## src/amd_params.svh

```systemverilog
// Address map constants for the bank 00 ROM mirror decoder.
`ifndef AMD_PARAMS_SVH
`define AMD_PARAMS_SVH
`define AMD_ADDR_W      24
`define AMD_BANK_00     8'h00
`define AMD_BANK_FF     8'hFF
`define AMD_MIRROR_LO   16'h4000
`define AMD_PERIPH_HI   16'h00BF
`define AMD_RAM_LO      16'h0100
`define AMD_RAM_HI      16'h18FF
`define AMD_PERIPH2_LO  16'h1900
`define AMD_PERIPH2_HI  16'h1FFF
`endif

```

## src/amd_pkg.sv

```systemverilog
// Types for the bank 00 ROM mirror decoder.
package amd_pkg;
  // Region selected by the decoder for one bus address.
  typedef enum logic [2:0] {
    AMD_REG_NONE,
    AMD_REG_PERIPH,
    AMD_REG_RAM,
    AMD_REG_ROM,
    AMD_REG_EXT
  } amd_region_t;
  // Power-on sequencing states.
  typedef enum logic [1:0] {
    AMD_POR_ACTIVE,
    AMD_POR_RUN
  } amd_por_t;
endpackage

```

## src/amd_decoder.sv

```systemverilog
// Address decoder with bank 00 ROM mirror and power-on reset port control.
// Overview of operation
// - Bank 00 upper reads return bank FF ROM.
// - Only FF offsets 4000h..FFFFh visible via mirror.
// - Map 004000h-00FFFFh onto FF4000h-FFFFFFh, low bits kept.
// - Ports 0,1 high-impedance while power-on and pin low.
// - Ports 0,1 undefined with pin high; ignore them.
// - Some registers reset only by power-on.
`include "amd_params.svh"
module amd_decoder #(
  parameter int PORT_W = 8
) (
  input  wire logic                    sys_clk,
  input  wire logic                    srst,
  input  wire logic                    por,
  input  wire logic                    rst_pin_n,
  input  wire logic [`AMD_ADDR_W-1:0]  cpu_addr,
  input  wire logic                    cpu_req,
  input  wire logic [PORT_W-1:0]       p0_out_in,
  input  wire logic [PORT_W-1:0]       p1_out_in,
  input  wire logic [PORT_W-1:0]       p0_oe_n_in,
  input  wire logic [PORT_W-1:0]       p1_oe_n_in,
  input  wire logic [PORT_W-1:0]       poronly_wdata,
  input  wire logic                    poronly_we,
  output logic [`AMD_ADDR_W-1:0]       phys_addr_q,
  output amd_pkg::amd_region_t         region_q,
  output logic                         mirror_hit_q,
  output logic                         dec_valid_q,
  output logic [PORT_W-1:0]            p0_out,
  output logic [PORT_W-1:0]            p1_out,
  output logic [PORT_W-1:0]            p0_oe_n,
  output logic [PORT_W-1:0]            p1_oe_n,
  output logic                         por_busy,
  output logic [PORT_W-1:0]            poronly_q
);

  // Combinational decode results for the current address.
  logic [7:0]                 bank;        // Upper address byte.
  logic [15:0]                off;         // Offset within the bank.
  logic                       in_mirror;   // Address falls in the mirror window.
  logic [`AMD_ADDR_W-1:0]     phys_d;      // Translated address.
  amd_pkg::amd_region_t       region_d;    // Decoded region.
  amd_pkg::amd_por_t          por_q;       // Power-on sequencing state.

  // Bank and offset are plain slices; the offset is never altered downstream.
  assign bank = cpu_addr[23:16];
  assign off  = cpu_addr[15:0];

  // Mirror window test and translation; offset is carried unchanged.
  // Anything outside banks 00 and FF is handed to the external bus.
  always_comb begin
    in_mirror = (bank == `AMD_BANK_00) && (off >= `AMD_MIRROR_LO);
    phys_d    = cpu_addr;
    region_d  = amd_pkg::AMD_REG_EXT;
    if (in_mirror) begin
      phys_d   = {`AMD_BANK_FF, off};
      region_d = amd_pkg::AMD_REG_ROM;
    end else if (bank == `AMD_BANK_00) begin
      // Lower bank 00 stays in bank 00.
      if (off <= `AMD_PERIPH_HI) begin
        region_d = amd_pkg::AMD_REG_PERIPH;
      end else if (off >= `AMD_RAM_LO && off <= `AMD_RAM_HI) begin
        region_d = amd_pkg::AMD_REG_RAM;
      end else if (off >= `AMD_PERIPH2_LO && off <= `AMD_PERIPH2_HI) begin
        region_d = amd_pkg::AMD_REG_PERIPH;
      end else begin
        region_d = amd_pkg::AMD_REG_NONE;
      end
    end else if (bank == `AMD_BANK_FF) begin
      region_d = amd_pkg::AMD_REG_ROM;
    end
  end

  // Registered decode result, one cycle after the request.
  // phys_addr_q, region_q and mirror_hit_q hold until the next accepted request; dec_valid_q follows cpu_req.
  always_ff @(posedge sys_clk) begin
    if (srst || por) begin
      phys_addr_q  <= '0;
      region_q     <= amd_pkg::AMD_REG_NONE;
      mirror_hit_q <= 1'b0;
      dec_valid_q  <= 1'b0;
    end else begin
      dec_valid_q <= cpu_req;
      if (cpu_req) begin
        phys_addr_q  <= phys_d;
        region_q     <= region_d;
        mirror_hit_q <= in_mirror;
      end
    end
  end

  // Power-on sequencing: held active while por is asserted.
  // An undefined state falls back to the active state, which keeps ports safe.
  always_ff @(posedge sys_clk) begin
    if (por) begin
      por_q <= amd_pkg::AMD_POR_ACTIVE;
    end else begin
      case (por_q)
        amd_pkg::AMD_POR_ACTIVE: por_q <= amd_pkg::AMD_POR_RUN;
        amd_pkg::AMD_POR_RUN:    por_q <= amd_pkg::AMD_POR_RUN;
        default:                 por_q <= amd_pkg::AMD_POR_ACTIVE;
      endcase
    end
  end

  // Busy while power-on is asserted or its state has not yet cleared.
  assign por_busy = por || (por_q == amd_pkg::AMD_POR_ACTIVE);

  // Port drivers: released with reset pin low during power-on; with the
  // pin high their value is not defined, so the core value passes through.
  // Data lines always pass through; only the enables are overridden.
  always_comb begin
    p0_out  = p0_out_in;
    p1_out  = p1_out_in;
    p0_oe_n = p0_oe_n_in;
    p1_oe_n = p1_oe_n_in;
    if (por_busy && !rst_pin_n) begin
      p0_oe_n = '1;
      p1_oe_n = '1;
    end
    // With the pin high nothing downstream here reads the port level.
  end

  // Registers cleared only by power-on; srst leaves them alone.
  // Software can write zero or cycle power to bring these back to zero.
  always_ff @(posedge sys_clk) begin
    if (por) begin
      poronly_q <= '0;
    end else if (poronly_we) begin
      poronly_q <= poronly_wdata;
    end
  end

  // Mirror translation keeps the low 16 bits and selects bank FF.
  a_mirror_map: assert property (@(posedge sys_clk) disable iff (srst || por)
    (cpu_req && cpu_addr[23:16] == 8'h00 && cpu_addr[15:0] >= 16'h4000)
    |=> (phys_addr_q == {8'hFF, $past(cpu_addr[15:0])} && mirror_hit_q))
    else $error("Mirror address not mapped to bank FF.");

  // Mirror reads at offsets 8000h and above are served from ROM.
  a_mirror_rom: assert property (@(posedge sys_clk) disable iff (srst || por)
    (cpu_req && cpu_addr[23:16] == 8'h00 && cpu_addr[15] == 1'b1)
    |=> region_q == amd_pkg::AMD_REG_ROM)
    else $error("Mirror read not decoded as ROM.");

  // Lower bank FF offsets are not reachable via bank 00.
  a_mirror_floor: assert property (@(posedge sys_clk) disable iff (srst || por)
    (dec_valid_q && mirror_hit_q) |-> phys_addr_q[15:14] != 2'b00)
    else $error("Mirror reached below offset 4000h.");

  // Bank 00 below the window stays in bank 00.
  a_low_stays: assert property (@(posedge sys_clk) disable iff (srst || por)
    (cpu_req && cpu_addr[23:16] == 8'h00 && cpu_addr[15:14] == 2'b00)
    |=> (phys_addr_q[23:16] == 8'h00 && !mirror_hit_q))
    else $error("Low bank 00 address redirected.");

  // Ports float during power-on with the reset pin low.
  a_port_hiz: assert property (@(posedge sys_clk)
    (por && !rst_pin_n) |-> (&p0_oe_n && &p1_oe_n))
    else $error("Ports 0 or 1 driven during power-on.");

  // Power-on-only register ignores synchronous reset.
  a_poronly_hold: assert property (@(posedge sys_clk) disable iff (por)
    (srst && !poronly_we) |=> $stable(poronly_q))
    else $error("Power-on-only register changed on srst.");

  // Power-on clears the register on the following edge.
  a_poronly_clr: assert property (@(posedge sys_clk)
    por |=> poronly_q == '0)
    else $error("Power-on-only register not cleared.");

  // Ports pass through once power-on has finished.
  a_port_pass: assert property (@(posedge sys_clk) disable iff (srst)
    !por_busy |-> (p0_oe_n == p0_oe_n_in && p1_oe_n == p1_oe_n_in))
    else $error("Port enables altered after power-on.");

  // Every accepted request is answered by a valid pulse one edge later.
  // A missing pulse would leave the core waiting on stale decode data.
  a_dec_answer: assert property (@(posedge sys_clk) disable iff (srst || por)
    cpu_req |=> dec_valid_q)
    else $error("Accepted request not answered one edge later.");

  // Without a request the valid flag must not rise on its own.
  a_dec_quiet: assert property (@(posedge sys_clk) disable iff (srst || por)
    !cpu_req |=> !dec_valid_q)
    else $error("Valid flag raised without a request.");

  // Direct bank FF accesses reach ROM but are not counted as mirror hits.
  // This keeps the whole ROM, offsets below 4000h included, reachable in bank FF.
  a_bankff_direct: assert property (@(posedge sys_clk) disable iff (srst || por)
    (cpu_req && cpu_addr[23:16] == 8'hFF)
    |=> (region_q == amd_pkg::AMD_REG_ROM && !mirror_hit_q && phys_addr_q[23:16] == 8'hFF))
    else $error("Direct bank FF access decoded wrongly.");

  // Low bank 00 addresses never land in the ROM region.
  a_low_region: assert property (@(posedge sys_clk) disable iff (srst || por)
    (cpu_req && cpu_addr[23:16] == 8'h00 && cpu_addr[15:14] == 2'b00)
    |=> region_q != amd_pkg::AMD_REG_ROM)
    else $error("Low bank 00 address decoded as ROM.");

  // The port release stretches one edge past the end of power-on.
  a_busy_tail: assert property (@(posedge sys_clk)
    $fell(por) |-> por_busy)
    else $error("Power-on busy flag dropped too early.");

  // Ports float for as long as the busy flag and a low pin coincide.
  a_hiz_tail: assert property (@(posedge sys_clk)
    (por_busy && !rst_pin_n) |-> (&p0_oe_n && &p1_oe_n))
    else $error("Ports 0 or 1 driven before power-on released.");

  // A write to the power-on-only register lands on the next edge.
  a_poronly_write: assert property (@(posedge sys_clk)
    (!por && poronly_we) |=> poronly_q == $past(poronly_wdata))
    else $error("Power-on-only register write lost.");

  // A synchronous reset clears the decode outputs.
  a_srst_clear: assert property (@(posedge sys_clk)
    srst |=> (!dec_valid_q && region_q == amd_pkg::AMD_REG_NONE && !mirror_hit_q))
    else $error("Synchronous reset left decode outputs set.");

endmodule // amd_decoder

```

## config.mk

```make
export PLATFORM = sky130hd
export DESIGN_NAME = amd_decoder
export DESIGN_NICKNAME = d
export VERILOG_FILES = /design/src/amd_pkg.sv /design/src/amd_decoder.sv
export VERILOG_INCLUDE_DIRS = /design/src
export SDC_FILE = /design/constraint.sdc
export NUM_CORES = 1
export LEC_CHECK = 0
export BUFFER_PORTS_ARGS = -buffer_cell sky130_fd_sc_hd__buf_2
export CAP_MARGIN = 20
export CORE_ASPECT_RATIO = 1.5
export CORE_MARGIN = 8
export CORE_UTILIZATION = 35
export DETAILED_ROUTE_END_ITERATION = 8
export PLACE_DENSITY_LB_ADDON = 0.08
export SLEW_MARGIN = 5
export SYNTH_ARGS = -nofsm -noshare
export SYNTH_HDL_FRONTEND = slang
export SYNTH_SLANG_ARGS = --single-unit
```

## constraint.sdc

```tcl
create_clock -name sys_clk -period 1.9 [get_ports sys_clk]
set_input_delay 0.095 -clock sys_clk [delete_from_list [all_inputs] [get_ports sys_clk]]
set_output_delay 0.095 -clock sys_clk [all_outputs]
set_load 0.01 [all_outputs]
```

## Word level (Yosys, flattened, before mapping)

Cells that the tools add are included.

| storage, ports and cells | value |
|---|---|
| register bits after elaboration | 39 |
| input port bits | 70 |
| output and inout bits | 70 |
| word-level logic and storage cells | 34 |

| cells by class | value |
|---|---|
| order comparisons | 6 |
| equality and inequality tests | 2 |
| muxes and demuxes | 10 |
| reductions and logical operators | 10 |

Operators by type and width:

| cell | number |
|---|---|
| $le 16x13->1 const B | 2 |
| $mux 24 | 1 |
| $ge 16x13->1 const B | 1 |
| $ge 16x15->1 const B | 1 |
| $ge 16x9->1 const B | 1 |
| $le 16x8->1 const B | 1 |
| $mux 8 | 2 |
| $mux 3 | 3 |
| $eq 8x8->1 const B | 1 |
| $logic_not 8->1 | 1 |
| $logic_and 1x1->1 | 4 |
| $mux 2 | 2 |
| $eq 2x1->1 const B | 1 |
| $logic_not 2->1 | 1 |
| $logic_or 1x1->1 | 2 |
| $mux 1 | 2 |
| $reduce_or 2->1 | 1 |
| $logic_not 1->1 | 1 |

## Logic depth before layout (Yosys ltp)

Gate-level depths: netlist of the first run.

| depth | value |
|---|---|
| word-level depth | 7 |
| depth in mapped cells | 5 |
| depth with buffers taken out | 4 |

## Least setup slack after synthesis of the first run

Ideal clock, no wire load.

| timing path | value |
|---|---|
| path kind | input-to-reg |
| start point | in cpu_addr[23] |
| end point | reg region_q[1] |
| setup time | 60 ps |
| arrival time | 1,534 ps |
| required time | 1,840 ps |
| setup slack | 306 ps |
| stages | 4 |
| path buffers | 0 |
| path through | or4_4 or4b_4 a211oi_2 o221a_1 |

| between the ends | value |
|---|---|
| cells in the longest elaborated chain, start to end | 4 |
| elaborated cells between the ends (all ways) | 6 |
| those cells by class | eq/ne: 1; mux: 3; reduce/logical: 2 |

RTL lines:

| item | RTL line | text |
|---|---|---|
| start, declared | amd_decoder.sv:17 | `` input wire logic [`AMD_ADDR_W-1:0] cpu_addr, `` |
| $eq 8x8->1 (no line) | - |  |
| $mux 3 | amd_decoder.sv:69 | `` end else if (bank == `AMD_BANK_FF) begin `` |
| $mux 3 | amd_decoder.sv:58 | `` end else if (bank == `AMD_BANK_00) begin `` |
| $mux 3 * | amd_decoder.sv:55 | `if (in_mirror) begin` |
| end signal, assigned | amd_decoder.sv:79 | `region_q <= amd_pkg::AMD_REG_NONE;` |
| end signal, assigned | amd_decoder.sv:86 | `region_q <= region_d;` |
| end, declared | amd_decoder.sv:26 | `output amd_pkg::amd_region_t region_q,` |

Every way passes the cells marked *; elsewhere a longest branch is shown, timed or not.
A chain may end at the register's enable or synchronous reset.

## Final worst setup path of the first run

| timing path | value |
|---|---|
| start point | reg por_q[0] |
| end point | out p1_oe_n[4] |

| between the ends | value |
|---|---|
| cells in the longest elaborated chain, start to end | 4 |

RTL lines:

| item | RTL line | text |
|---|---|---|
| start, declared | amd_decoder.sv:43 | `amd_pkg::amd_por_t por_q;` |
| start signal, assigned | amd_decoder.sv:96 | `por_q <= amd_pkg::AMD_POR_ACTIVE;` |
| start signal, assigned | amd_decoder.sv:99 | `amd_pkg::AMD_POR_ACTIVE: por_q <= amd_pkg::AMD_POR_RUN;` |
| start signal, assigned | amd_decoder.sv:100 | `amd_pkg::AMD_POR_RUN: por_q <= amd_pkg::AMD_POR_RUN;` |
| $logic_not 2->1 | amd_decoder.sv:107 | `assign por_busy = por \|\| (por_q == amd_pkg::AMD_POR_ACTIVE);` |
| $logic_or 1x1->1 | amd_decoder.sv:107 |  |
| $logic_and 1x1->1 | amd_decoder.sv:117 | `if (por_busy && !rst_pin_n) begin` |
| $mux 8 | amd_decoder.sv:117 |  |
| end, declared | amd_decoder.sv:32 | `output logic [PORT_W-1:0] p1_oe_n,` |

Every way passes these cells.

==> impl_metrics.toml, run 1 <==
[run_status]
status = "finished clean"

[floorplanning]
fp.dieH_um = 100
core_area_sq_um = 4540
initial_core_util_pct = 36.4
io_pins = 140
fp.dieW_um = 72.1
dieArea_sq_um = 7220
rows = 30

[yosys]
synthArstFlopShare_pct = 0
synth-main-ff-cell = "dfxtp_1"
ys_ff_latch = 38
synth_seq_area_share_pct = 46.1
synth_commonest_cells = "dfxtp_1 (38), nor2_1 (28), mux2i_1 (25)"
synth.top_cell.area_share_pct = 46.1
synth_edf_count = 0
syn-cell-area_sq_um = 1650
synth_cells = 166
synthTopCellsByArea = "dfxtp_1 (46%), mux2i_1 (15%), buf_4 (7.3%)"
yosysTopAreaCell = "dfxtp_1"
yosys.cell_types.count = 23
synth.most_common_cell = "dfxtp_1"
ys_warn_count = 0
syn_nets = 236
synth.avg_cell_area_sq_um = 9.95

[worst_setup_path]
path_class = "reg -> out"
critPathLaunchType = "register"
crit_path_end_kind = "output pin"
r2r_start = "phys_addr_q[19]"
critPathBufInv = 1
crit_start = "por_q[0]"
reg2reg_to = "phys_addr_q[19]"
crit_chain = "a21oi_1 -> or2_2 -> buf_2"
critPathRequiredTime_ns = 1.80
path_delay_family = "compound AO/OA/AOI/OAI gates"
critical_path_arrival_ns = 1.53
max_stage_delay_ns = 0.58
worstRegToRegCells = 1
worstPathMaxFanout = 16
critPathSlowestCell = "a21oi_1"
r2r_slack_ns = 1.22

[sta]
fin_crit_sh_pct = 85.7
period_minus_slack_ns = 1.63
setup-tns-final_ns = 0
setup_violations = 0
rsz0062_at_grt = "false"
tightest_slew_ns = 0.753
report.final.slew_viol_count = 0
skew_ns = 0
setup_ws_ns = 0.272
hold_violations = 0
relSlewSlack_pct = 49.8
timing.fmax_mhz = 614

[cts]
htreeDepth = 2
cts.sinks = 38
clk_pin_slew_ns = 0.07
cts_setup_buffers = 0
post_cts_resized = 0
clk_path_buf_depth = 2
ctsHoldBuffers = 0
cts_tree = "done"
clock-root-buffer = "clkbuf_8"
clk_latency_ns = 0.28
numCtsBuffers = 5

[power]
vdd_drop_max_uv = 406
leakage_nw = 1.16
p_per_area_nw_per_um2 = 753

[drt]
wl_per_cell_um = 14.2
detail-route-antenna-nets = 0
vias_per_cell = 4.65
drtIter0Drc = 39
drc = 0
drt_first_pass_iters = 4
route.vias.total = 1501
drt-total-wl_um = 4590

[global_routing]
grt_util_all_layers_pct = 12.7
grt_pass1_wl_um = 7460
grt_max_degree = 21
grt_overflow = 0
antenna_found_initial = 0
first_global_vias = 1605

[flow_run]
cap_violations = 0

[final_layout]
layoutNonFillerInstCount = 323
nNetsFinal = 328
antenna_cells = 0
drive_gt1_share_pct = 57.9
syn_to_final_growth_pct = 35.1

[place]
dpl.hpwl_um = 3710
pre_cts_ws_ns = 0.128
gp_congestion = 0.731
io_buffers = 107
place_inst = 315

[worst_hold_path]
worstHoldPathCells = 3
min_from = "cpu_addr[3]"
min-delay-path-class = "in -> reg"
hold_end = "phys_addr_q[3]"
routing by layer:
layer | track usage, % | routed length [um] | vias to the layer above | part of all wire, %
met5 | 0 | 0 | - | 0
met4 | 4.74 | 73 | 0 | 1.6
met3 | 7.19 | 607 | 9 | 13
met2 | 21.4 | 2120 | 86 | 46
met1 | 12.6 | 1790 | 669 | 39
li1 | - | - | 737 | -
final cells by class:
class                   count  area [sq um]
clock inverters             1          5.00
flip-flops and latches     38           761
inverters                   2          7.51
repair buffers            111           566
well taps                  64          80.1
clock buffers               7          86.3
fillers                   469          2310
multi-input cells         100           726
placed cells by master (no fill, tap or decap), drive strengths merged, types with 2 or more instances in the layout:
cell type / count
nand2b: 2
or4: 2
or2: 18
clkbuf: 7
dfxtp: 38
nand4: 2
inv: 2
a21oi: 4
buf: 111
o221a: 10
mux2i: 25
nor2: 28
registers in the layout, indices dropped and copies added (netlist names):
| register | flops |
|---|---|
| por_q | 1 |
| dec_valid_q | 1 |
| phys_addr_q | 24 |
| mirror_hit_q | 1 |
| region_q | 3 |
| poronly_q | 8 |
through the flow:
step           hold WS (ns)  instance area (sq um)  util [%]  total power, mW
2_1_floorplan         0.184                   1650         -             1.04
3_3_place_gp          0.190                   2140      47.1             1.14
3_5_place_dp          0.190                   2140      47.1             1.14
4_1_cts              0.0301                   2230      49.1             1.72
5_1_grt              0.0424                   2230      49.1             1.77
6_report             0.0364                   2230      49.1             1.68
kinds of logic after synthesis:
family          share of synthesized area (%)
compound gates                           10.6
buf+inv                                  10.0
mux                                      15.2
simple gates                             18.2
flops                                    46.1
power breakdown:
group          switching (mW)  internal (mW)  leakage [nW]
Combinational           0.137          0.137         0.802
Clock                   0.270          0.293        0.0482
Sequential             0.0140          0.829         0.311
Total                   0.420           1.26          1.16
how the worst max path moves through the flow:
stage | to | depth (start not counted) | slack (ns)
2_1_floorplan | region_q[1] | 4 | 0.31
3_3_place_gp | region_q[1] | 5 | 0.15
3_5_place_dp | region_q[1] | 5 | 0.13
4_1_cts | p1_oe_n[4] | 3 | 0.21
5_1_grt | p1_oe_n[0] | 3 | 0.11
6_report | p1_oe_n[4] | 3 | 0.27
No activity file was read; power rests on OpenSTA's default activity.
==> inputs of run 2 (changes only) <==
Settings changed: MAX_ROUTING_LAYER set to met4.
Clock period 1.9 ns to 1.6 ns, I/O delays scaled along.
==> impl_metrics.toml, run 2 (same netlist as run 1, synthesis figures left out) <==
[run_status]
status = "finished clean"

[sta]
hold_violations = 0
setup_violations = 0
rsz0062_at_grt = "false"
fin_crit_sh_pct = 93.1
period_minus_slack_ns = 1.49
tightest_slew_ns = 0.429
skew_ns = 0
report.final.slew_viol_count = 0
relSlewSlack_pct = 71.2
timing.fmax_mhz = 671

[final_layout]
multiInputGateArea_sq_um = 737
top_regs = "phys_addr_q (24), poronly_q (8), region_q (3)"
fillers = 449
largest_register_ff_count = 24
register_area_sq_um = 761
antenna_cells = 0
final_util_pct = 51.0
regMostFlops = "phys_addr_q"
fin_area_sq_um = 2320
layout_commonest_cell = "buf_2"
nNetsFinal = 338
syn_to_final_growth_pct = 40.3
final_cell_mix = "buf_2 (107), dfxtp_1 (38), nor2_1 (28), mux2i_1 (25), or2_2 (18)"
drive_gt1_share_pct = 59.0

[power]
p_per_area_nw_per_um2 = 842
vdd_drop_max_uv = 591
leakage_nw = 1.20

[flow_run]
cap_violations = 0

[place]
io_buffers = 107
gp_congestion = 0.732
dpl.hpwl_um = 3740
place_area_sq_um = 2220

[global_routing]
grt_util_all_layers_pct = 13.5
antenna_found_initial = 0
grt_max_degree = 19
grt_overflow = 0
grt_pass1_wl_um = 7630
first_global_vias = 1627

[worst_setup_path]
critPathRequiredTime_ns = 1.52
path_class = "in -> out"
critPathLaunchType = "input pin"
r2r_slack_ns = 0.91
critical_path_arrival_ns = 1.41
reg2reg_to = "phys_addr_q[16]"
r2r_start = "phys_addr_q[16]"
worstRegToRegCells = 1
crit_path_end_kind = "output pin"
worstPathMaxFanout = 16

[floorplanning]
fp.dieH_um = 100
io_pins = 140
rows = 30
core_area_sq_um = 4540
initial_core_util_pct = 36.4
dieArea_sq_um = 7220
fp.dieW_um = 72.1

[worst_hold_path]
min-delay-path-class = "in -> reg"
hold_end = "phys_addr_q[0]"
worstHoldPathCells = 3
min_from = "cpu_addr[0]"

[cts]
cts_setup_buffers = 0
cts_tree = "done"
clk_pin_slew_ns = 0.07
numCtsBuffers = 5
cts.sinks = 38
htreeDepth = 2
clock-root-buffer = "clkbuf_8"
clk_latency_ns = 0.28
clk_path_buf_depth = 2

[drt]
wl_per_cell_um = 14.0
drt-total-wl_um = 4640
drt_first_pass_iters = 3
drc = 0
drtIter0Drc = 23
route.vias.total = 1524
detail-route-antenna-nets = 0
vias_per_cell = 4.59
==> run 2: power by group <==
group          switching [mW]  internal, mW
combinational           0.167         0.181
sequential             0.0178         0.985
clock                   0.303         0.300
total                   0.487          1.46
==> run 2: cell type report <==
type | instances | area share (%)
clock buffer | 7 | 3.29
inverter | 2 | 0.324
multi-input combinational | 100 | 31.8
sequential | 38 | 32.8
tap | 64 | 3.46
timing repair buffer | 121 | 28.3
==> run 2: per-layer routing <==
metal | GRT usage, % | vias up | wire length [um]
met5 | - | - | 0
met4 | 5.21 | 0 | 75
met3 | 6.29 | 10 | 501
met2 | 22.3 | 84 | 2160
met1 | 13.4 | 675 | 1900
li1 | - | 755 | -
==> run 2: stage by stage <==
step / setup TNS [ns] / hold WS, ns / setup WS (ns) / total power [mW] / cells
final: 0 / 0.0294 / 0.110 / 1.95 / 332
after floorplan: 0 / 0.169 / 0.0211 / 1.23 / 166
after CTS: 0 / 0.0201 / 0.0333 / 1.99 / 332
after global placement: -0.163 / 0.160 / -0.102 / 1.37 / 324
after global routing: 0 / 0.0225 / 0.0347 / 2.07 / 332
after detailed placement: -0.350 / 0.160 / -0.124 / 1.37 / 324
==> run 2: worst max-delay path: stages <==
cell	delay (ns)
dlygate4sd3_1	0.54
buf_2	0.13
inv_1	0.12
a21oi_4	0.11
or2_2	0.29
buf_2	0.14
==> run 2: worst max path at each step <==
stage                             from           to  slack (ns)
final                              por   p1_oe_n[5]        0.11
after global routing               por   p1_oe_n[5]        0.03
after CTS                          por   p1_oe_n[5]        0.03
after detailed placement  cpu_addr[23]  region_q[1]       -0.12
after global placement    cpu_addr[23]  region_q[1]       -0.10
after floorplan           cpu_addr[23]  region_q[1]        0.02
==> run 2: what timing repair did <==
action / in CTS / in global routing
hold buffers: 1 / 0
resized for setup: 1 / 1
endpoints found under the hold margin: 1 / 0
endpoints found under the setup margin: 16 / 16
==> inputs of run 3 (changes only) <==
Settings changed: CELL_PAD_IN_SITES_DETAIL_PLACEMENT set to 2, CELL_PAD_IN_SITES_GLOBAL_PLACEMENT set to 2, CORE_UTILIZATION 35 to 19.
==> impl_metrics.toml, run 3 (same netlist as run 1, synthesis figures left out) <==
[run_status]
status = "finished clean"

[place]
pre_cts_ws_ns = -0.146
gp_congestion = 0.704
place_area_sq_um = 2290
dpl.hpwl_um = 5230
io_buffers = 107

[global_routing]
grt_max_degree = 19
grt_pass1_wl_um = 9770
first_global_vias = 1760
grt_overflow = 0
antenna_found_initial = 0
grt_util_all_layers_pct = 10.7

[final_layout]
multiInputGateArea_sq_um = 729
drive_gt1_share_pct = 60.4
fillers = 982
nNetsFinal = 339
final_cell_mix = "buf_2 (107), dfxtp_1 (38), nor2_1 (28), mux2i_1 (25), or2_2 (18)"
largest_register_ff_count = 24
syn_to_final_growth_pct = 50.5
final_util_pct = 29.6
regMostFlops = "phys_addr_q"
layout_commonest_cell = "buf_2"
antenna_cells = 0
register_area_sq_um = 761
fin_area_sq_um = 2490
top_regs = "phys_addr_q (24), poronly_q (8), region_q (3)"

[worst_hold_path]
worstHoldPathCells = 2
min_from = "por"
hold_end = "por_q[0]"
min-delay-path-class = "in -> reg"

[cts]
clk_pin_slew_ns = 0.06
htreeDepth = 2
clk_latency_ns = 0.28
post_cts_resized = 1
ctsHoldBuffers = 0
clock-root-buffer = "clkbuf_16"
clk_path_buf_depth = 2
cts_tree = "done"
numCtsBuffers = 5
cts_setup_buffers = 0
cts.sinks = 38

[power]
p_per_area_nw_per_um2 = 1070
vdd_drop_max_uv = 429
leakage_nw = 1.26
finalPower_mw = 2.66

[sta]
fin_crit_sh_pct = 91.8
setup_violations = 0
relSlewSlack_pct = 66.6
rsz0062_at_grt = "false"
period_minus_slack_ns = 1.47
setup_ws_ns = 0.131
timing.fmax_mhz = 681
hold_violations = 0
hold-worst-slack_ns = 0.00897
report.final.slew_viol_count = 0
skew_ns = 0
tightest_slew_ns = 0.497

[floorplanning]
initial_core_util_pct = 19.6
dieArea_sq_um = 12000
fp.dieH_um = 130
io_pins = 140
rows = 41
core_area_sq_um = 8410
fp.dieW_um = 92.1

[worst_setup_path]
path_class = "in -> reg"
r2r_start = "phys_addr_q[19]"
worstPathMaxFanout = 3
critPathLaunchType = "input pin"
worstRegToRegCells = 1
crit_path_end_kind = "register"
critPathRequiredTime_ns = 1.83
reg2reg_to = "phys_addr_q[19]"
r2r_slack_ns = 0.90
critical_path_arrival_ns = 1.70

[drt]
drt_first_pass_iters = 3
wl_per_cell_um = 16.6
vias_per_cell = 4.22
detail-route-antenna-nets = 0
drtIter0Drc = 22
drt-total-wl_um = 6270
route.vias.total = 1590
drc = 0

[flow_run]
cap_violations = 0
run 3: cell type report:
type                            count  share of cell area (%)
Tap cell                          107                    5.38
Inverter                            2                   0.302
Timing Repair Buffer              122                    26.6
Clock buffer                        5                    5.03
Multi-Input combinational cell    100                    29.3
Clock inverter                      3                    2.77
Sequential cell                    38                    30.6
run 3: metrics by stage:
step                TNS (ns)  cells
global route               0    377
finish                     0    377
global placement      -0.141    369
CTS                        0    377
floorplan                  0    166
detailed placement    -0.233    369
run 3: routing by layer:
metal,global-route usage (%),vias up,part of all wire [%]
met5,-,-,0
met4,4.00,0,1.3
met3,3.33,8,5.4
met2,18.0,78,51
met1,11.5,743,42
li1,-,761,-
run 3: how the worst max path moves through the flow:
| stage | from | end | slack (ns) | cells after the start |
|---|---|---|---|---|
| 2_1_floorplan | cpu_addr[23] | region_q[1] | 0.02 | 4 |
| 3_3_place_gp | cpu_addr[23] | region_q[1] | -0.11 | 5 |
| 3_5_place_dp | cpu_addr[23] | region_q[1] | -0.15 | 5 |
| 4_1_cts | por_q[0] | p0_oe_n[1] | 0.11 | 3 |
| 5_1_grt | por_q[0] | p0_oe_n[1] | 0.04 | 3 |
| 6_report | cpu_addr[23] | region_q[1] | 0.13 | 5 |
run 3: report_power, final:
part,switching (mW),leakage [nW],internal (mW)
Clock,0.403,0.0940,0.896
Sequential,0.0183,0.311,0.985
Combinational,0.179,0.859,0.182
run 3: worst max-delay path: stages:
cell and delay, ns:
buf_2 0.12, or4_4 0.54, or4b_4 0.54, a211oi_2 0.23, o221a_1 0.19
